===== src/hdl/shd_pkg.sv =====
`default_nettype none
package shd_pkg;
	// Health code layout: MSB-numbered bits 0..2 are data health, 3..7 signal health
	localparam int SHD_DIGIT_W = 4;
	localparam int SHD_CODE_W = 8;
	localparam int SHD_DATA_W = 3;
	localparam int SHD_SIG_W = 5;
	localparam int SHD_DATA_LSB = 5;
	// Signal health code boundaries
	localparam logic [4:0] SHD_SIG_ALL_LAST = 5'h03;
	localparam logic [4:0] SHD_SIG_PAIR_FIRST = 5'h10;
	localparam logic [4:0] SHD_SIG_SV_OUT = 5'h1c;
	localparam logic [4:0] SHD_SIG_SV_SOON = 5'h1d;
	localparam logic [4:0] SHD_SIG_SPARE = 5'h1e;
	localparam logic [4:0] SHD_SIG_MULTI = 5'h1f;
	// First code of the per-signal triples, and the length of one triple
	localparam logic [4:0] SHD_SIG_TRIPLE_FIRST = 5'h04;
	localparam logic [4:0] SHD_TRIPLE_LEN = 5'h03;
	// Failing-test index shown on the fail-step pins, in run order
	localparam logic [1:0] SHD_FAIL_PROG = 2'h0;
	localparam logic [1:0] SHD_FAIL_RAM = 2'h1;
	localparam logic [1:0] SHD_FAIL_MAGV = 2'h2;
	localparam logic [1:0] SHD_FAIL_CHAN = 2'h3;
	// Confirmation window: 10 s at 10 MHz
	localparam longint SHD_CONFIRM_S = 10;
	localparam longint SHD_CLK_HZ = 10000000;
	localparam longint SHD_CONFIRM_CYC = SHD_CONFIRM_S * SHD_CLK_HZ;
	localparam int SHD_TMR_W = 27;

	typedef enum logic [2:0] {
		SHD_DH_GOOD = 3'h0,
		SHD_DH_PARITY = 3'h1,
		SHD_DH_TLM_HOW = 3'h2,
		SHD_DH_ZCOUNT = 3'h3,
		SHD_DH_SF123 = 3'h4,
		SHD_DH_SF45 = 3'h5,
		SHD_DH_UPLOAD = 3'h6,
		SHD_DH_ALL_BAD = 3'h7
	} shd_data_e;

	typedef enum logic [3:0] {
		SHD_GRP_ALL = 4'h0,
		SHD_GRP_L1P = 4'h1,
		SHD_GRP_L2P = 4'h2,
		SHD_GRP_L1C = 4'h3,
		SHD_GRP_L2C = 4'h4,
		SHD_GRP_L1P_L2P = 4'h5,
		SHD_GRP_L1C_L2C = 4'h6,
		SHD_GRP_L1 = 4'h7,
		SHD_GRP_L2 = 4'h8,
		SHD_GRP_NONE = 4'h9
	} shd_grp_e;

	typedef enum logic [2:0] {
		SHD_CO_GOOD = 3'h0,
		SHD_CO_WEAK = 3'h1,
		SHD_CO_DEAD = 3'h2,
		SHD_CO_NOMOD = 3'h3,
		SHD_CO_SV_OUT = 3'h4,
		SHD_CO_SV_SOON = 3'h5,
		SHD_CO_SPARE = 3'h6,
		SHD_CO_MULTI = 3'h7
	} shd_cond_e;

	typedef struct packed {
		shd_data_e data;
		shd_grp_e grp;
		shd_cond_e cond;
		logic [4:0] sig_raw;
	} shd_health_s;

	// Self-test results, in the order they are run
	typedef struct packed {
		logic prog_sum_ok;
		logic external_ram_present;
		logic magvar_sum_ok;
		logic chan_load_ok;
	} shd_test_s;

	typedef enum logic [3:0] {
		SHD_ST_IDLE = 4'h0,
		SHD_ST_PROG = 4'h1,
		SHD_ST_RAM_CHK = 4'h3,
		SHD_ST_MAGV = 4'h2,
		SHD_ST_CHAN = 4'h6,
		SHD_ST_MAIN = 4'h7,
		SHD_ST_HALT = 4'h5,
		SHD_ST_ASK = 4'h4,
		SHD_ST_CLEAR = 4'hc,
		SHD_ST_DONE = 4'hd
	} shd_state_e;

	typedef enum logic [1:0] {
		SHD_MSG_NONE = 2'h0,
		SHD_MSG_INT = 2'h1,
		SHD_MSG_EXT = 2'h2
	} shd_clr_e;
endpackage
`default_nettype wire


===== src/hdl/shd_decode.sv =====
`default_nettype none
module shd_decode (
	input wire logic [shd_pkg::SHD_CODE_W-1:0] code,
	output shd_pkg::shd_health_s health
);
	import shd_pkg::*;
	logic [SHD_SIG_W-1:0] sig;
	logic [SHD_SIG_W-1:0] off;
	// Field split; top three bits are data health
	always_comb begin
		sig = code[SHD_SIG_W-1:0];
		health.data = shd_data_e'(code[SHD_CODE_W-1:SHD_DATA_LSB]);
		health.sig_raw = sig;
		off = 5'h0;
		health.grp = SHD_GRP_NONE;
		health.cond = SHD_CO_GOOD;
		if (sig <= SHD_SIG_ALL_LAST) begin
			health.grp = SHD_GRP_ALL;
			health.cond = shd_cond_e'(sig[2:0]);
		end else if (sig < SHD_SIG_SV_OUT) begin
			// Triples of weak, dead, no modulation from code 4 upward
			off = sig - SHD_SIG_TRIPLE_FIRST;
			health.grp = shd_grp_e'(4'(off / SHD_TRIPLE_LEN) + SHD_GRP_L1P);
			health.cond = shd_cond_e'(3'(off % SHD_TRIPLE_LEN) + SHD_CO_WEAK);
		end else begin
			health.grp = SHD_GRP_NONE;
			unique case (sig)
				SHD_SIG_SV_OUT: health.cond = SHD_CO_SV_OUT;
				SHD_SIG_SV_SOON: health.cond = SHD_CO_SV_SOON;
				SHD_SIG_SPARE: health.cond = SHD_CO_SPARE;
				default: health.cond = SHD_CO_MULTI;
			endcase
		end
	end
endmodule // shd_decode
`default_nettype wire


===== src/hdl/shd_timer.sv =====
`default_nettype none
module shd_timer #(
	parameter longint LIMIT = 100
) (
	input wire logic clk,
	input wire logic reset_n,
	input wire logic start,
	output logic expired
);
	import shd_pkg::*;
	logic [SHD_TMR_W-1:0] cnt_q, cnt_d;
	logic run_q, run_d;
	// Counts from start; expired is a one-cycle pulse when the window ends
	always_comb begin
		cnt_d = cnt_q;
		run_d = run_q;
		expired = 1'b0;
		if (start) begin
			cnt_d = '0;
			run_d = 1'b1;
		end else if (run_q) begin
			if (cnt_q == SHD_TMR_W'(LIMIT - 1)) begin
				expired = 1'b1;
				run_d = 1'b0;
			end else begin
				cnt_d = cnt_q + 1'b1;
			end
		end
	end
	always_ff @(posedge clk or negedge reset_n) begin
		if (!reset_n) begin
			cnt_q <= '0;
			run_q <= 1'b0;
		end else begin
			cnt_q <= cnt_d;
			run_q <= run_d;
		end
	end
endmodule // shd_timer
`default_nettype wire


===== src/hdl/shd_top.sv =====
`default_nettype none
module shd_top #(
	parameter longint CONFIRM_CYC = shd_pkg::SHD_CONFIRM_CYC
) (
	input wire logic CLK,
	input wire logic RESET_N,
	input wire logic [shd_pkg::SHD_DIGIT_W-1:0] DIGIT_HI,
	input wire logic [shd_pkg::SHD_DIGIT_W-1:0] DIGIT_LO,
	input wire logic CODE_VALID,
	output shd_pkg::shd_health_s HEALTH,
	output logic HEALTH_VALID,
	input wire logic KEY_UP,
	input wire logic KEY_RIGHT,
	input wire logic KEY_YES,
	input wire logic KEY_ANY,
	output logic TEST_REQ,
	input wire logic TEST_DONE,
	input wire shd_pkg::shd_test_s TEST_RESULT,
	output shd_pkg::shd_state_e STATE,
	output logic [1:0] FAIL_STEP,
	output logic HALTED,
	output logic MAIN_READY,
	output shd_pkg::shd_clr_e PROMPT,
	output logic CLEAR_INT,
	output logic CLEAR_EXT
);
	import shd_pkg::*;

	logic [SHD_CODE_W-1:0] code;
	shd_health_s dec;
	shd_health_s health_q, health_d;
	logic hv_q, hv_d;
	logic tmr_start, tmr_exp;

	// Join digits, first digit high
	assign code = {DIGIT_HI, DIGIT_LO};

	shd_decode u_dec (
		.code(code),
		.health(dec)
	);

	// Decoded result captured one edge after the code, held otherwise
	always_comb begin
		health_d = health_q;
		hv_d = hv_q;
		if (CODE_VALID) begin
			health_d = dec;
			hv_d = 1'b1;
		end
	end
	always_ff @(posedge CLK or negedge RESET_N) begin
		if (!RESET_N) begin
			health_q <= '0;
			hv_q <= 1'b0;
		end else begin
			health_q <= health_d;
			hv_q <= hv_d;
		end
	end
	assign HEALTH = health_q;
	assign HEALTH_VALID = hv_q;

	shd_timer #(
		.LIMIT(CONFIRM_CYC)
	) u_tmr (
		.clk(CLK),
		.reset_n(RESET_N),
		.start(tmr_start),
		.expired(tmr_exp)
	);

	shd_state_e st_q, st_d;
	logic [1:0] fail_q, fail_d;
	shd_clr_e mode_q, mode_d;
	logic req_q, req_d;
	logic ci_q, ci_d;
	logic ce_q, ce_d;
	logic first_q, first_d;
	// Status flags kept in flops of their own
	logic halt_q, halt_d;
	logic main_q, main_d;

	// Power-up sequence; keys are sampled on the first cycle after reset
	always_comb begin
		st_d = st_q;
		fail_d = fail_q;
		mode_d = mode_q;
		req_d = 1'b0;
		ci_d = 1'b0;
		ce_d = 1'b0;
		first_d = 1'b0;
		tmr_start = 1'b0;
		unique case (st_q)
			SHD_ST_IDLE: begin
				if (first_q && KEY_UP) begin
					st_d = SHD_ST_ASK;
					mode_d = SHD_MSG_INT;
					tmr_start = 1'b1;
				end else if (first_q && KEY_RIGHT) begin
					st_d = SHD_ST_ASK;
					mode_d = SHD_MSG_EXT;
					tmr_start = 1'b1;
				end else begin
					st_d = SHD_ST_PROG;
					req_d = 1'b1;
				end
			end
			SHD_ST_ASK: begin
				// No yes in time: skip the clear and go on to self-test
				if (KEY_YES) begin
					st_d = SHD_ST_CLEAR;
					ci_d = (mode_q == SHD_MSG_INT);
					ce_d = (mode_q == SHD_MSG_EXT);
				end else if (tmr_exp) begin
					st_d = SHD_ST_PROG;
					mode_d = SHD_MSG_NONE;
					req_d = 1'b1;
				end
			end
			SHD_ST_CLEAR: begin
				// Waits for release of the yes key so it is not taken as any key
				if (!KEY_YES && !KEY_ANY) begin
					st_d = SHD_ST_DONE;
				end
			end
			SHD_ST_DONE: begin
				if (KEY_ANY) begin
					st_d = SHD_ST_PROG;
					mode_d = SHD_MSG_NONE;
					req_d = 1'b1;
				end
			end
			SHD_ST_PROG: begin
				if (TEST_DONE) begin
					if (TEST_RESULT.prog_sum_ok) begin
						st_d = SHD_ST_RAM_CHK;
					end else begin
						st_d = SHD_ST_HALT;
						fail_d = SHD_FAIL_PROG;
					end
				end
			end
			SHD_ST_RAM_CHK: begin
				if (TEST_DONE) begin
					if (TEST_RESULT.external_ram_present) begin
						st_d = SHD_ST_MAGV;
					end else begin
						st_d = SHD_ST_HALT;
						fail_d = SHD_FAIL_RAM;
					end
				end
			end
			SHD_ST_MAGV: begin
				if (TEST_DONE) begin
					if (TEST_RESULT.magvar_sum_ok) begin
						st_d = SHD_ST_CHAN;
					end else begin
						st_d = SHD_ST_HALT;
						fail_d = SHD_FAIL_MAGV;
					end
				end
			end
			SHD_ST_CHAN: begin
				if (TEST_DONE) begin
					if (TEST_RESULT.chan_load_ok) begin
						st_d = SHD_ST_MAIN;
					end else begin
						st_d = SHD_ST_HALT;
						fail_d = SHD_FAIL_CHAN;
					end
				end
			end
			SHD_ST_MAIN: st_d = SHD_ST_MAIN;
			SHD_ST_HALT: st_d = SHD_ST_HALT;
			default: st_d = SHD_ST_HALT;
		endcase
		// Flags follow the next state, so the pins match the state code
		halt_d = (st_d == SHD_ST_HALT);
		main_d = (st_d == SHD_ST_MAIN);
	end
	always_ff @(posedge CLK or negedge RESET_N) begin
		if (!RESET_N) begin
			st_q <= SHD_ST_IDLE;
			fail_q <= 2'h0;
			mode_q <= SHD_MSG_NONE;
			req_q <= 1'b0;
			ci_q <= 1'b0;
			ce_q <= 1'b0;
			first_q <= 1'b1;
			halt_q <= 1'b0;
			main_q <= 1'b0;
		end else begin
			st_q <= st_d;
			fail_q <= fail_d;
			mode_q <= mode_d;
			req_q <= req_d;
			ci_q <= ci_d;
			ce_q <= ce_d;
			first_q <= first_d;
			halt_q <= halt_d;
			main_q <= main_d;
		end
	end
	// Pins straight from flops; no decode glitches reach the panel
	assign STATE = st_q;
	assign FAIL_STEP = fail_q;
	assign HALTED = halt_q;
	assign MAIN_READY = main_q;
	assign PROMPT = mode_q;
	assign TEST_REQ = req_q;
	assign CLEAR_INT = ci_q;
	assign CLEAR_EXT = ce_q;
endmodule // shd_top
`default_nettype wire


===== config.mk =====
export PLATFORM = sky130hd
export DESIGN_NAME = shd_top
export DESIGN_NICKNAME = d
export VERILOG_FILES = /design/src/hdl/shd_pkg.sv /design/src/hdl/shd_decode.sv /design/src/hdl/shd_timer.sv /design/src/hdl/shd_top.sv
export SDC_FILE = /design/constraint.sdc
export NUM_CORES = 1
export LEC_CHECK = 0
export BUFFER_PORTS_ARGS = -buffer_cell sky130_fd_sc_hd__buf_4
export CAP_MARGIN = 20
export CELL_PAD_IN_SITES_DETAIL_PLACEMENT = 0
export CELL_PAD_IN_SITES_GLOBAL_PLACEMENT = 1
export CORE_MARGIN = 2
export CORE_UTILIZATION = 44
export CTS_CLUSTER_DIAMETER = 80
export DETAILED_ROUTE_END_ITERATION = 12
export PLACE_DENSITY = 0.84
export SYNTH_ARGS = -nofsm -noshare
export SYNTH_HDL_FRONTEND = slang
export SYNTH_SLANG_ARGS = --single-unit

===== constraint.sdc =====
create_clock -name CLK -period 2.9 [get_ports CLK]
set_clock_uncertainty 0.15 [all_clocks]
set_input_delay 0.145 -clock CLK [delete_from_list [all_inputs] [get_ports CLK]]
set_output_delay 0.145 -clock CLK [all_outputs]
set_load 0.02 [all_outputs]

-- After elaboration in Yosys (flattened, before gate mapping)
Cells that the tools add are included.
- bits of input ports: 20
- logic and storage cells: 120
- bits in registers: 58
- output and inout port bits: 29
- magnitude comparators: 2
- add/subtract/negate cells: 4
- reductions and logical operators: 12
- multiplexer cells: 55
- eq/ne operators: 29
- div/mod/pow operators: 2
- operators by type and width (operator ; number):
    two-way mux 27 bit ; 3
    case mux 4 bit (9 select lines) ; 1
    two-way mux 4 bit ; 8
    two-way mux 2 bit ; 15
    adder 27 x 1 -> 27 bit, second input constant ; 1
    equality test 27 bit, second input constant ; 1
    != test 2 bit, second input constant ; 12
    equality test 4 x 3 -> 1 bit, second input constant ; 5
    two-way mux 1 bit ; 18
    equality test 5 bit, second input constant ; 3
    two-way mux 7 bit ; 2
    two-way mux 3 bit ; 4
    case mux 2 bit (3 select lines) ; 2
    AND reduction 9 bit ; 1
    equality test 4 x 2 -> 1 bit, second input constant ; 2
    equality test 4 bit, second input constant ; 2
    case mux 2 bit (4 select lines) ; 1
    divider 5 x 2 -> 5 bit, second input constant ; 1
    less-or-equal comparator 5 x 2 -> 1 bit, second input constant ; 1
    less-than comparator 5 bit, second input constant ; 1
    remainder unit 5 x 2 -> 5 bit, second input constant ; 1
    AND reduction 5 bit ; 1
    subtractor 5 x 3 -> 5 bit, second input constant ; 1
    adder 4 x 1 -> 4 bit, second input constant ; 1
    13 further kinds ; 16

-- Depth between registers and ports, before layout
Gate-level depths: netlist of run 1.
- depth after elaboration: 9
- depth in mapped cells: 23
- depth with buffers taken out: 22

-- Cells and area by module
A second synthesis of run 1 with hierarchy kept.
- cells, all modules: 452
- area, all modules: 4190.3 um^2
- modules (own cells, without submodules) (module ; instances ; seq. area each (um^2) ; area each (um^2) ; cells each):
    shd_timer ; 1 ; 700.7 ; 1751.7 ; 196
    shd_top ; 1 ; 752.0 ; 1561.5 ; 134
    shd_decode ; 1 ; 0.0 ; 877.1 ; 122

-- Worst setup path before layout of run 1
OpenSTA, ideal clock, no wires.
- path type: input to register
- start point: input port DIGIT_LO[2] (netlist bit)
- end point: register health_q, in the netlist HEALTH[7]
- setup time: 0.121 ns
- required time: 2.629 ns
- buffers on the path: 4
- path slack: -1.702 ns
- stages: 22
- arrival: 4.331 ns
- cells stage by stage: clkbuf_1 -> inv_1 -> ha_1 -> clkbuf_1 -> inv_1 -> ha_1 -> buf_2 -> o221ai_1 -> buf_2 -> a21oi_1 -> ha_1 -> a311o_1 -> a311oi_1 -> a211o_1 -> o211ai_2 -> nor2b_1 -> a21o_1 -> ha_1 -> nor3_1 -> mux2i_1 -> o2111a_1 -> o22a_1
- word-level cells in the longest chain between the ends: 5
- elaborated cells between the ends (all ways): 7
- classes of those cells: add/sub (2); div (1); order compare (2); mux (2)
- ends and longest elaborated chain (element ; RTL line ; text):
    start: declaration ; shd_top.sv:8 ; input wire logic [shd_pkg::SHD_DIGIT_W-1:0] DIGIT_LO,
    subtractor 5 x 3 -> 5 bit ; shd_decode.sv:22 ; off = sig - SHD_SIG_TRIPLE_FIRST;
    remainder unit 5 x 2 -> 5 bit ; shd_decode.sv:24 ; health.cond = shd_cond_e'(3'(off % SHD_TRIPLE_LEN) + SHD_CO_WEAK);
    adder 3 x 1 -> 3 bit ; shd_decode.sv:24 ;
    two-way mux 7 bit ; shd_decode.sv:20 ; end else if (sig < SHD_SIG_SV_OUT) begin
    two-way mux 7 bit (*) ; shd_decode.sv:17 ; if (sig <= SHD_SIG_ALL_LAST) begin
    end signal: assignment ; shd_top.sv:57 ; health_q <= health_d;
    end: declaration ; shd_top.sv:31 ; shd_health_s health_q, health_d;
Mark *: on every way between the ends. The rest lies on a longest branch, timed or not.
A chain may end at the register's enable or synchronous reset.

-- Worst setup path in the final report of run 1
Same ends and word-level chain as after synthesis.

==> tab_implementation.tex, run 1 <==
\begin{tabular}{lr}
\hline
Metric & Value \\
\hline
\multicolumn{2}{l}{\textbf{Clock tree}} \\
CTS tree & done \\
Clk buf depth & 2 \\
CTS buffer count & 9 \\
Clock transition time at the flip-flop clock pins of the worst setup and hold paths & 60 ps \\
Cell at the root of the clock tree & sky130\_fd\_sc\_hd\_\_clkbuf\_8 \\
Level count of the clock H-tree & 3 \\
Total clock sinks & 58 \\
Clock latency on the worst-skew pair & 330 ps \\
\multicolumn{2}{l}{\textbf{Detailed routing}} \\
Initial DRC Count & 124 \\
Detail Route Antenna Nets & 0 \\
Routed via count & approximately 3200 \\
Final routed wirelength across all metal layers & 8580 um \\
Number of optimization iterations in the first detailed-route pass & 4 \\
Post-route DRC & 0 \\
Number of vias per cell & 5.36 \\
Routed wirelength normalized by instance count & 14.3 um \\
\multicolumn{2}{l}{\textbf{Worst hold path}} \\
Worst hold path type & in2reg \\
\multicolumn{2}{l}{\textbf{Pwr}} \\
Switching share of power & between 30\% and 40\% \\
Switch Pwr & $\sim$1.2 mW \\
PwrDens & about 670 mW/mm2 \\
Max rail drop VDD & 0.363 mV \\
Sequential share of power & 32.4\% \\
Pleak & 2.20 nW \\
Clock network fraction of design power & 24.3\% \\
Total power after layout & 3.34 mW \\
Internal power of the cells & 2.12 mW \\
Relative contribution of combinational cells to total power & 43.3\% \\
\multicolumn{2}{l}{\textbf{Die}} \\
I/O pin count & between 40 and 50 \\
Starting Density & 44.6\% \\
Horizontal die dimension & 94.5 um \\
Chip Height & around 95 um \\
Row Count & 33 \\
Standard cell core area & around 0.0081 mm2 \\
Die outline area & 0.00894 mm2 \\
\multicolumn{2}{l}{\textbf{Cells and area}} \\
Layout cells sized above 1 & 35.3\% \\
Final Instance Count excl. Fillers & 601 \\
Diode insertion count for antenna repair & 0 \\
Nets & 520 \\
Layout Area Growth over Synthesis & 37.5\% \\
\multicolumn{2}{l}{\textbf{Global route}} \\
Wire length of the first global-routing pass & 14300 um \\
Maximum number of pins on one net before global-route repair & 59 \\
Remaining global-route overflow & 0 \\
All-Layer GR Usage & approximately 20\% \\
Initial antenna violation count & 0 \\
Vias in the first global route & 3172 \\
\multicolumn{2}{l}{\textbf{STA}} \\
Minimum clock period after layout & 3380 ps \\
Max Clock Freq & 296 MHz \\
Final Hold Violating Endpoints & 0 \\
Final setup fails & 5 \\
Setup repair after global routing missed its margin & true \\
Worst-margin pin slew & 925 ps \\
Number of pins exceeding their max-slew limit in the final report & 0 \\
PnR worst setup slack & -478 ps \\
Tightest slew margin relative to the limit & 36.7\% \\
Share of the clock period used by the worst path & 116\% \\
\multicolumn{2}{l}{\textbf{Logic synthesis}} \\
Synthesized flop and latch total & 58 \\
Net count after synthesis & roughly 420 \\
Area fraction in compound gates after synthesis & $\sim$16\% \\
Main combinational cell family by area after synthesis & simple AND/OR/NAND/NOR gates \\
Instance count of the mapped netlist & about 390 \\
Area share of and/or/nand/nor cells after synthesis & $\sim$24\% \\
Mean cell area of the mapped netlist & slightly above 9 um2 \\
Yosys cell types & 72 \\
Share of flip-flops with an asynchronous set or reset & between 90\% and 100\% \\
Mux contribution to synthesized area & 4.27\% \\
Adder-cell area share of the yosys netlist & 3.12\% \\
Post-Synthesis Cell Area & approximately 0.0036 mm2 \\
Main flop type after synthesis & sky130\_fd\_sc\_hd\_\_dfrtp\_1 \\
Synthesized-area fraction occupied by xor and xnor cells & under 10\% \\
Number of warning messages in the yosys log & 0 \\
Register area share after synthesis & 40.3\% \\
Number of enable flip-flop cells after synthesis & 0 \\
\multicolumn{2}{l}{\textbf{Outcome}} \\
Result of the run & finished, violations left \\
Violations in the final reports & setup timing \\
\multicolumn{2}{l}{\textbf{Placement}} \\
Pre-CTS worst setup slack & -986 ps \\
Placed Cells & 570 \\
GP Congestion & 0.835 \\
Buffers on Ports & 48 \\
Detailed Place HPWL & 6210 um \\
\multicolumn{2}{l}{\textbf{Worst setup path}} \\
CP max FO & 4 \\
Critical path start-end classification & in2reg \\
Kind of start point of the critical path & input port \\
Crit path required time & between 2000 and 3000 ps \\
Worst Setup End Kind & flop \\
Arrival time worst endpoint & $\sim$3400 ps \\
\multicolumn{2}{l}{\textbf{Job}} \\
Number of maximum-capacitance constraint violations & 0 \\
\hline
\end{tabular}
-- through the flow --
step                      setup TNS [ps]  hold slack (ps)  utilization, %  area [um2]
after floorplan                    -3660             -301               -        3810
after global placement             -3810             98.2            55.7        4500
after detailed placement           -4490             98.8            55.7        4500
after CTS                          -1470             24.6            60.2        4870
after global routing               -1990             33.6            61.3        4960
final                              -1230             39.5            61.3        4960
-- power by group through the flow --
stage	sequential, mW	clock [mW]	combinational, mW
after floorplan	1.21	0	0.743
after detailed placement	1.10	0	1.34
final	1.08	0.812	1.44
after CTS	1.08	0.836	1.39
after global routing	1.10	0.874	1.59
after global placement	1.09	0	1.32
-- critical path: stages --
cell	delay [ps]
sky130_fd_sc_hd__buf_8	90
sky130_fd_sc_hd__inv_8	30
sky130_fd_sc_hd__ha_4	160
sky130_fd_sc_hd__xnor2_4	160
sky130_fd_sc_hd__inv_4	60
sky130_fd_sc_hd__ha_4	280
sky130_fd_sc_hd__nor2_4	40
sky130_fd_sc_hd__a22oi_2	150
sky130_fd_sc_hd__and3_4	230
sky130_fd_sc_hd__a21oi_4	40
sky130_fd_sc_hd__ha_4	220
sky130_fd_sc_hd__a311o_1	280
sky130_fd_sc_hd__a311oi_2	180
sky130_fd_sc_hd__a211o_1	160
sky130_fd_sc_hd__o211ai_2	130
sky130_fd_sc_hd__nor2b_4	160
sky130_fd_sc_hd__a21o_1	180
sky130_fd_sc_hd__ha_4	190
sky130_fd_sc_hd__nor3_4	170
sky130_fd_sc_hd__mux2i_1	90
sky130_fd_sc_hd__o2111a_1	140
sky130_fd_sc_hd__o22a_1	150
-- cell type report --
class	count	area [um2]
repair buffers	106	828
inverters	24	105
multi-input cells	292	2220
fillers	706	3130
clock buffers	11	141
well taps	105	131
flip-flops and latches	58	1450
clock inverters	5	77.6
-- layer usage --
| metal | up-vias | wire (um) | GRT usage [%] |
|---|---|---|---|
| li1 | 1592 | - | - |
| met1 | 1570 | 3800 | 24.7 |
| met2 | 53 | 4440 | 36.2 |
| met3 | 9 | 240 | 4.63 |
| met4 | 0 | 99 | 4.47 |
| met5 | - | 0 | 0 |
-- path summary, 6_finish.rpt --
check | startpoint | to | cells past startpoint | slack (ps)
setup / recovery | DIGIT_LO[2] | HEALTH[7]$_DFFE_PN0P_ | 22 | -480
hold / removal | KEY_UP | PROMPT[1]$_DFFE_PN0P_ | 4 | 40
setup reg to reg | u_tmr.cnt_q[17]$_DFFE_PN0P_ | MAIN_READY$_DFF_PN0_ | 7 | 210
hold reg to reg | HEALTH_VALID$_DFFE_PN0P_ | HEALTH_VALID$_DFFE_PN0P_ | 1 | 340
max in group asynchronous | RESET_N | u_tmr.cnt_q[21]$_DFFE_PN0P_ | 2 | 1860
min in group asynchronous | RESET_N | CLEAR_EXT$_DFF_PN0_ | 2 | 270
-- layout by cell type (no fill, tap or decap), types with 4 or more instances in the layout --
cell and instances:
sky130_fd_sc_hd__nor3_1 4, sky130_fd_sc_hd__nor2_1 43, sky130_fd_sc_hd__o21ai_0 17, sky130_fd_sc_hd__nand2_1 24, sky130_fd_sc_hd__buf_4 97, sky130_fd_sc_hd__inv_1 19, sky130_fd_sc_hd__nor4_1 4, sky130_fd_sc_hd__dfrtp_1 57
sky130_fd_sc_hd__xnor2_1 10, sky130_fd_sc_hd__nand4_1 9, sky130_fd_sc_hd__and3_1 6, sky130_fd_sc_hd__clkbuf_8 10, sky130_fd_sc_hd__a21oi_1 21, sky130_fd_sc_hd__dlygate4sd3_1 7, sky130_fd_sc_hd__xor2_1 16, sky130_fd_sc_hd__mux2_2 11
sky130_fd_sc_hd__nand3_1 12, sky130_fd_sc_hd__ha_4 6, sky130_fd_sc_hd__nand2b_1 9, sky130_fd_sc_hd__a31oi_1 4
-- logic make-up after synthesis --
family / Yosys count
AND/OR/NAND/NOR: 156
buffers and inverters: 42
multiplexers: 14
flip-flops: 58
XOR/XNOR: 29
adder cells (fa/ha/maj): 9
AO/OA/AOI/OAI: 83
other: 1
-- what timing repair did --
action | 4_1_cts | 5_1_grt
hold buffers | 7 | 0
gates resized for setup | 12 | 12
endpoints found under the setup margin | 7 | 8
buffers inserted | 4 | 4
pin swaps | 15 | 14
hold endpoints to repair | 64 | 0
-- flip-flops by register name, summed over array words and instances, names as in the netlist --
name,cells
STATE,4
first_q,1
HEALTH_VALID,1
u_tmr.run_q,1
CLEAR_EXT,1
TEST_REQ,1
HEALTH,15
HALTED,1
PROMPT,2
CLEAR_INT,1
FAIL_STEP,2
MAIN_READY,1
u_tmr.cnt_q,27
-- Yosys cell counts, types with 3 or more instances --
cell type	number	area, um2
sky130_fd_sc_hd__nor2b_1	5	31.3
sky130_fd_sc_hd__nand2b_1	10	62.6
sky130_fd_sc_hd__dfrtp_1	57	1430
sky130_fd_sc_hd__o21ai_0	18	90.1
sky130_fd_sc_hd__nand4_1	9	56.3
sky130_fd_sc_hd__xnor2_1	11	96.3
sky130_fd_sc_hd__a31oi_1	4	25.0
sky130_fd_sc_hd__inv_1	23	86.3
sky130_fd_sc_hd__clkbuf_1	13	48.8
sky130_fd_sc_hd__mux2_2	11	124
sky130_fd_sc_hd__nor4_4	3	63.8
sky130_fd_sc_hd__and2_1	3	18.8
sky130_fd_sc_hd__nand2_1	24	90.1
sky130_fd_sc_hd__a21oi_1	24	120
sky130_fd_sc_hd__ha_1	9	113
sky130_fd_sc_hd__xor2_1	16	140
sky130_fd_sc_hd__nor4_1	6	37.5
sky130_fd_sc_hd__and3_1	7	43.8
sky130_fd_sc_hd__buf_2	4	20.0
sky130_fd_sc_hd__nand3b_1	3	22.5
sky130_fd_sc_hd__nor3_1	6	30.0
sky130_fd_sc_hd__nand3_1	13	65.1
sky130_fd_sc_hd__nor3b_1	3	22.5
sky130_fd_sc_hd__nor2_1	46	173
sky130_fd_sc_hd__o22ai_1	4	25.0
sky130_fd_sc_hd__mux2i_1	3	30.0
Note: power is estimated with default switching activity, not from simulation.
==> run 2: changes to the inputs <==
Settings changed: REMOVE_ABC_BUFFERS from default to 1.
==> run 2 against run 1 <==
  * The flow still finishes with violations (setup timing)
  * Maximum frequency fell by 2.8%
  * Count of clock-buffer cells in the layout rose by 2
  * Utilization shrank 0.48 points
  * Cell count grew 0.83%
  * Critical path depth is the same
  * Register-to-register slack improved by 100 ps
  * Sequential cell count stayed put
  * Worst hold slack worse by 25 ps
  * Combinational power about the same
  * Critical endpoint unchanged
==> tab_implementation.tex, run 2 (synthesis results as in run 1) <==
\begin{tabular}{lr}
\hline
Metric & Value \\
\hline
\multicolumn{2}{l}{\textbf{Outcome}} \\
Result of the run & finished, violations left (unchanged) \\
Violations in the final reports & setup timing (unchanged) \\
\multicolumn{2}{l}{\textbf{STA}} \\
Share of the clock period used by the worst path & 120\% (was 116\%) \\
Tightest slew margin relative to the limit & 52.1\% (was 36.7\%) \\
Final Hold Violating Endpoints & 0 (unchanged) \\
Minimum clock period after layout & 3480 ps (was 3380 ps) \\
Setup repair after global routing missed its margin & true (unchanged) \\
PnR worst setup slack & -577 ps (was -478 ps) \\
Max Clock Freq & 288 MHz (was 296 MHz) \\
Minimum hold slack & 14.1 ps (was 39.5 ps) \\
Final setup fails & 7 (was 5) \\
Number of pins exceeding their max-slew limit in the final report & 0 (unchanged) \\
Worst-margin pin slew & 718 ps (was 925 ps) \\
\multicolumn{2}{l}{\textbf{Die}} \\
Standard cell core area & 0.00809 mm2 (unchanged) \\
Horizontal die dimension & 94.5 um (unchanged) \\
Die outline area & 0.00894 mm2 (unchanged) \\
I/O pin count & 49 (unchanged) \\
Starting Density & 44.6\% (unchanged) \\
Row Count & 33 (unchanged) \\
Chip Height & 94.5 um (unchanged) \\
\multicolumn{2}{l}{\textbf{Clock tree}} \\
Clock transition time at the flip-flop clock pins of the worst setup and hold paths & 70 ps (was 60 ps) \\
Level count of the clock H-tree & 3 (unchanged) \\
CTS buffer count & 9 (unchanged) \\
Clock latency on the worst-skew pair & 340 ps (was 330 ps) \\
Clk buf depth & 2 (unchanged) \\
Total clock sinks & 58 (unchanged) \\
CTS tree & done (unchanged) \\
Cell at the root of the clock tree & sky130\_fd\_sc\_hd\_\_clkbuf\_8 (unchanged) \\
\multicolumn{2}{l}{\textbf{Worst hold path}} \\
Hold path depth & 4 (unchanged) \\
Hold-critical path endpoint & PROMPT[1]\$\_DFFE\_PN0P\_ (unchanged) \\
Worst hold path type & in2reg (unchanged) \\
Hold wc startpoint & KEY\_UP (unchanged) \\
\multicolumn{2}{l}{\textbf{Worst setup path}} \\
Critical path start-end classification & in2reg (unchanged) \\
Kind of start point of the critical path & input port (unchanged) \\
Capture instance of the worst register-to-register path & HALTED\$\_DFF\_PN0\_ (was MAIN\_READY\$\_DFF\_PN0\_) \\
R2R Setup Slk & 310 ps (was 210 ps) \\
Worst Setup End Kind & flop (unchanged) \\
R2R cell count & 7 (unchanged) \\
Critical R2R Launch & u\_tmr.cnt\_q[17]\$\_DFFE\_PN0P\_ (unchanged) \\
Crit path required time & 2970 ps (about the same) \\
Arrival time worst endpoint & 3540 ps (was 3440 ps) \\
CP max FO & 4 (unchanged) \\
\multicolumn{2}{l}{\textbf{Placement}} \\
Placed Cells & 570 (unchanged) \\
Detailed Place HPWL & 5810 um (was 6210 um) \\
Pre-CTS worst setup slack & -1300 ps (was -986 ps) \\
Buffers on Ports & 48 (unchanged) \\
GP Congestion & 0.869 (was 0.835) \\
\multicolumn{2}{l}{\textbf{Detailed routing}} \\
Number of optimization iterations in the first detailed-route pass & 4 (unchanged) \\
Routed via count & 3216 (was 3224) \\
Routed wirelength normalized by instance count & 14.3 um (about the same) \\
Initial DRC Count & 118 (was 124) \\
Post-route DRC & 0 (unchanged) \\
Detail Route Antenna Nets & 0 (unchanged) \\
Final routed wirelength across all metal layers & 8650 um (was 8580 um) \\
Number of vias per cell & 5.31 (was 5.36) \\
\multicolumn{2}{l}{\textbf{Cells and area}} \\
Final Instance Count excl. Fillers & 606 (was 601) \\
Commonest cells after routing, fill and taps aside & sky130\_fd\_sc\_hd\_\_buf\_4 (97), sky130\_fd\_sc\_hd\_\_dfrtp\_1 (57), sky130\_fd\_sc\_hd\_\_nor2\_1 (43) (unchanged) \\
Commonest non-fill, non-tap cell in the layout & sky130\_fd\_sc\_hd\_\_buf\_4 (unchanged) \\
Nets & 525 (was 520) \\
Layout cells sized above 1 & 34.5\% (was 35.3\%) \\
Diode insertion count for antenna repair & 0 (unchanged) \\
Layout Area Growth over Synthesis & 36.5\% (was 37.5\%) \\
Max reg flops & 27 (unchanged) \\
Reg with most FFs & u\_tmr.cnt\_q (unchanged) \\
\multicolumn{2}{l}{\textbf{Global route}} \\
Vias in the first global route & 3164 (was 3172) \\
Wire length of the first global-routing pass & 14600 um (was 14300 um) \\
Initial antenna violation count & 0 (unchanged) \\
Remaining global-route overflow & 0 (unchanged) \\
All-Layer GR Usage & 20.6\% (was 20.2\%) \\
Maximum number of pins on one net before global-route repair & 59 (unchanged) \\
\multicolumn{2}{l}{\textbf{Pwr}} \\
Pleak & 2.19 nW (was 2.20 nW) \\
Max rail drop VDD & 0.360 mV (was 0.363 mV) \\
PwrDens & 643 mW/mm2 (was 673 mW/mm2) \\
\multicolumn{2}{l}{\textbf{Job}} \\
Number of maximum-capacitance constraint violations & 0 (unchanged) \\
\hline
\end{tabular}
[run 2: final cells by class]
cell class                      count  area, um2
Clock buffer                       13        149
Timing Repair Buffer              111        885
Clock inverter                      3       17.5
Fill cell                         687       3170
Inverter                           24        100
Tap cell                          105        131
Multi-Input combinational cell    292       2190
Sequential cell                    58       1450
[run 2: how the worst max path moves through the flow]
stage,startpoint,end,slack [ps],cells after the start
floorplan,DIGIT_LO[2],HEALTH[7]$_DFFE_PN0P_,-1400,19
global placement,DIGIT_LO[2],HEALTH[7]$_DFFE_PN0P_,-1140,22
detailed placement,DIGIT_LO[2],HEALTH[7]$_DFFE_PN0P_,-1300,22
CTS,DIGIT_LO[2],HEALTH[7]$_DFFE_PN0P_,-560,22
global route,DIGIT_LO[2],HEALTH[7]$_DFFE_PN0P_,-740,22
finish,DIGIT_LO[2],HEALTH[7]$_DFFE_PN0P_,-580,22
[run 2: worst max-delay path, cell delays in order]
cell and delay (ps):
sky130_fd_sc_hd__buf_8 80, sky130_fd_sc_hd__inv_6 40, sky130_fd_sc_hd__ha_4 150, sky130_fd_sc_hd__xnor2_2 180, sky130_fd_sc_hd__inv_2 80, sky130_fd_sc_hd__ha_4 290, sky130_fd_sc_hd__buf_6 100, sky130_fd_sc_hd__nand2b_4 110
sky130_fd_sc_hd__o221ai_2 110, sky130_fd_sc_hd__a21oi_4 160, sky130_fd_sc_hd__ha_4 210, sky130_fd_sc_hd__a311o_1 280, sky130_fd_sc_hd__a311oi_2 240, sky130_fd_sc_hd__a211o_1 190, sky130_fd_sc_hd__o211ai_4 120, sky130_fd_sc_hd__nor2b_4 150
sky130_fd_sc_hd__a21o_1 180, sky130_fd_sc_hd__ha_4 190, sky130_fd_sc_hd__nor3_4 170, sky130_fd_sc_hd__mux2i_1 90, sky130_fd_sc_hd__o2111a_1 130, sky130_fd_sc_hd__o22a_1 150
[run 2: what timing repair did]
action	CTS	global route
setup endpoints to repair	7	7
setup buffers	10	3
endpoints found under the hold margin	64	0
hold buffers	7	0
pin swaps	20	12
resized for setup	46	5
cloned	0	0
[run 2: layer usage]
metal	wire length, um	track usage (%)	vias to the layer above
li1	-	-	1601
met3	316	4.95	9
met4	70	5.19	0
met2	4250	33.9	53
met5	0	0	-
met1	4010	27.5	1553
[run 2: stage by stage]
step	utilization [%]	total power [mW]	cell area (um2)	setup TNS, ps
4_1_cts	60.2	3.15	4870	-1800
2_1_floorplan	-	1.86	3530	-6370
3_5_place_dp	53.7	2.37	4350	-6030
6_report	60.8	3.17	4920	-2510
3_3_place_gp	53.7	2.34	4350	-5340
5_1_grt	60.8	3.38	4920	-3630
[run 2: where the power goes]
| group | switching [mW] | leakage (nW) | internal [mW] |
|---|---|---|---|
| Combinational | 0.774 | 1.36 | 0.679 |
| Clock | 0.304 | 0.0834 | 0.331 |
| Sequential | 0.123 | 0.746 | 0.955 |
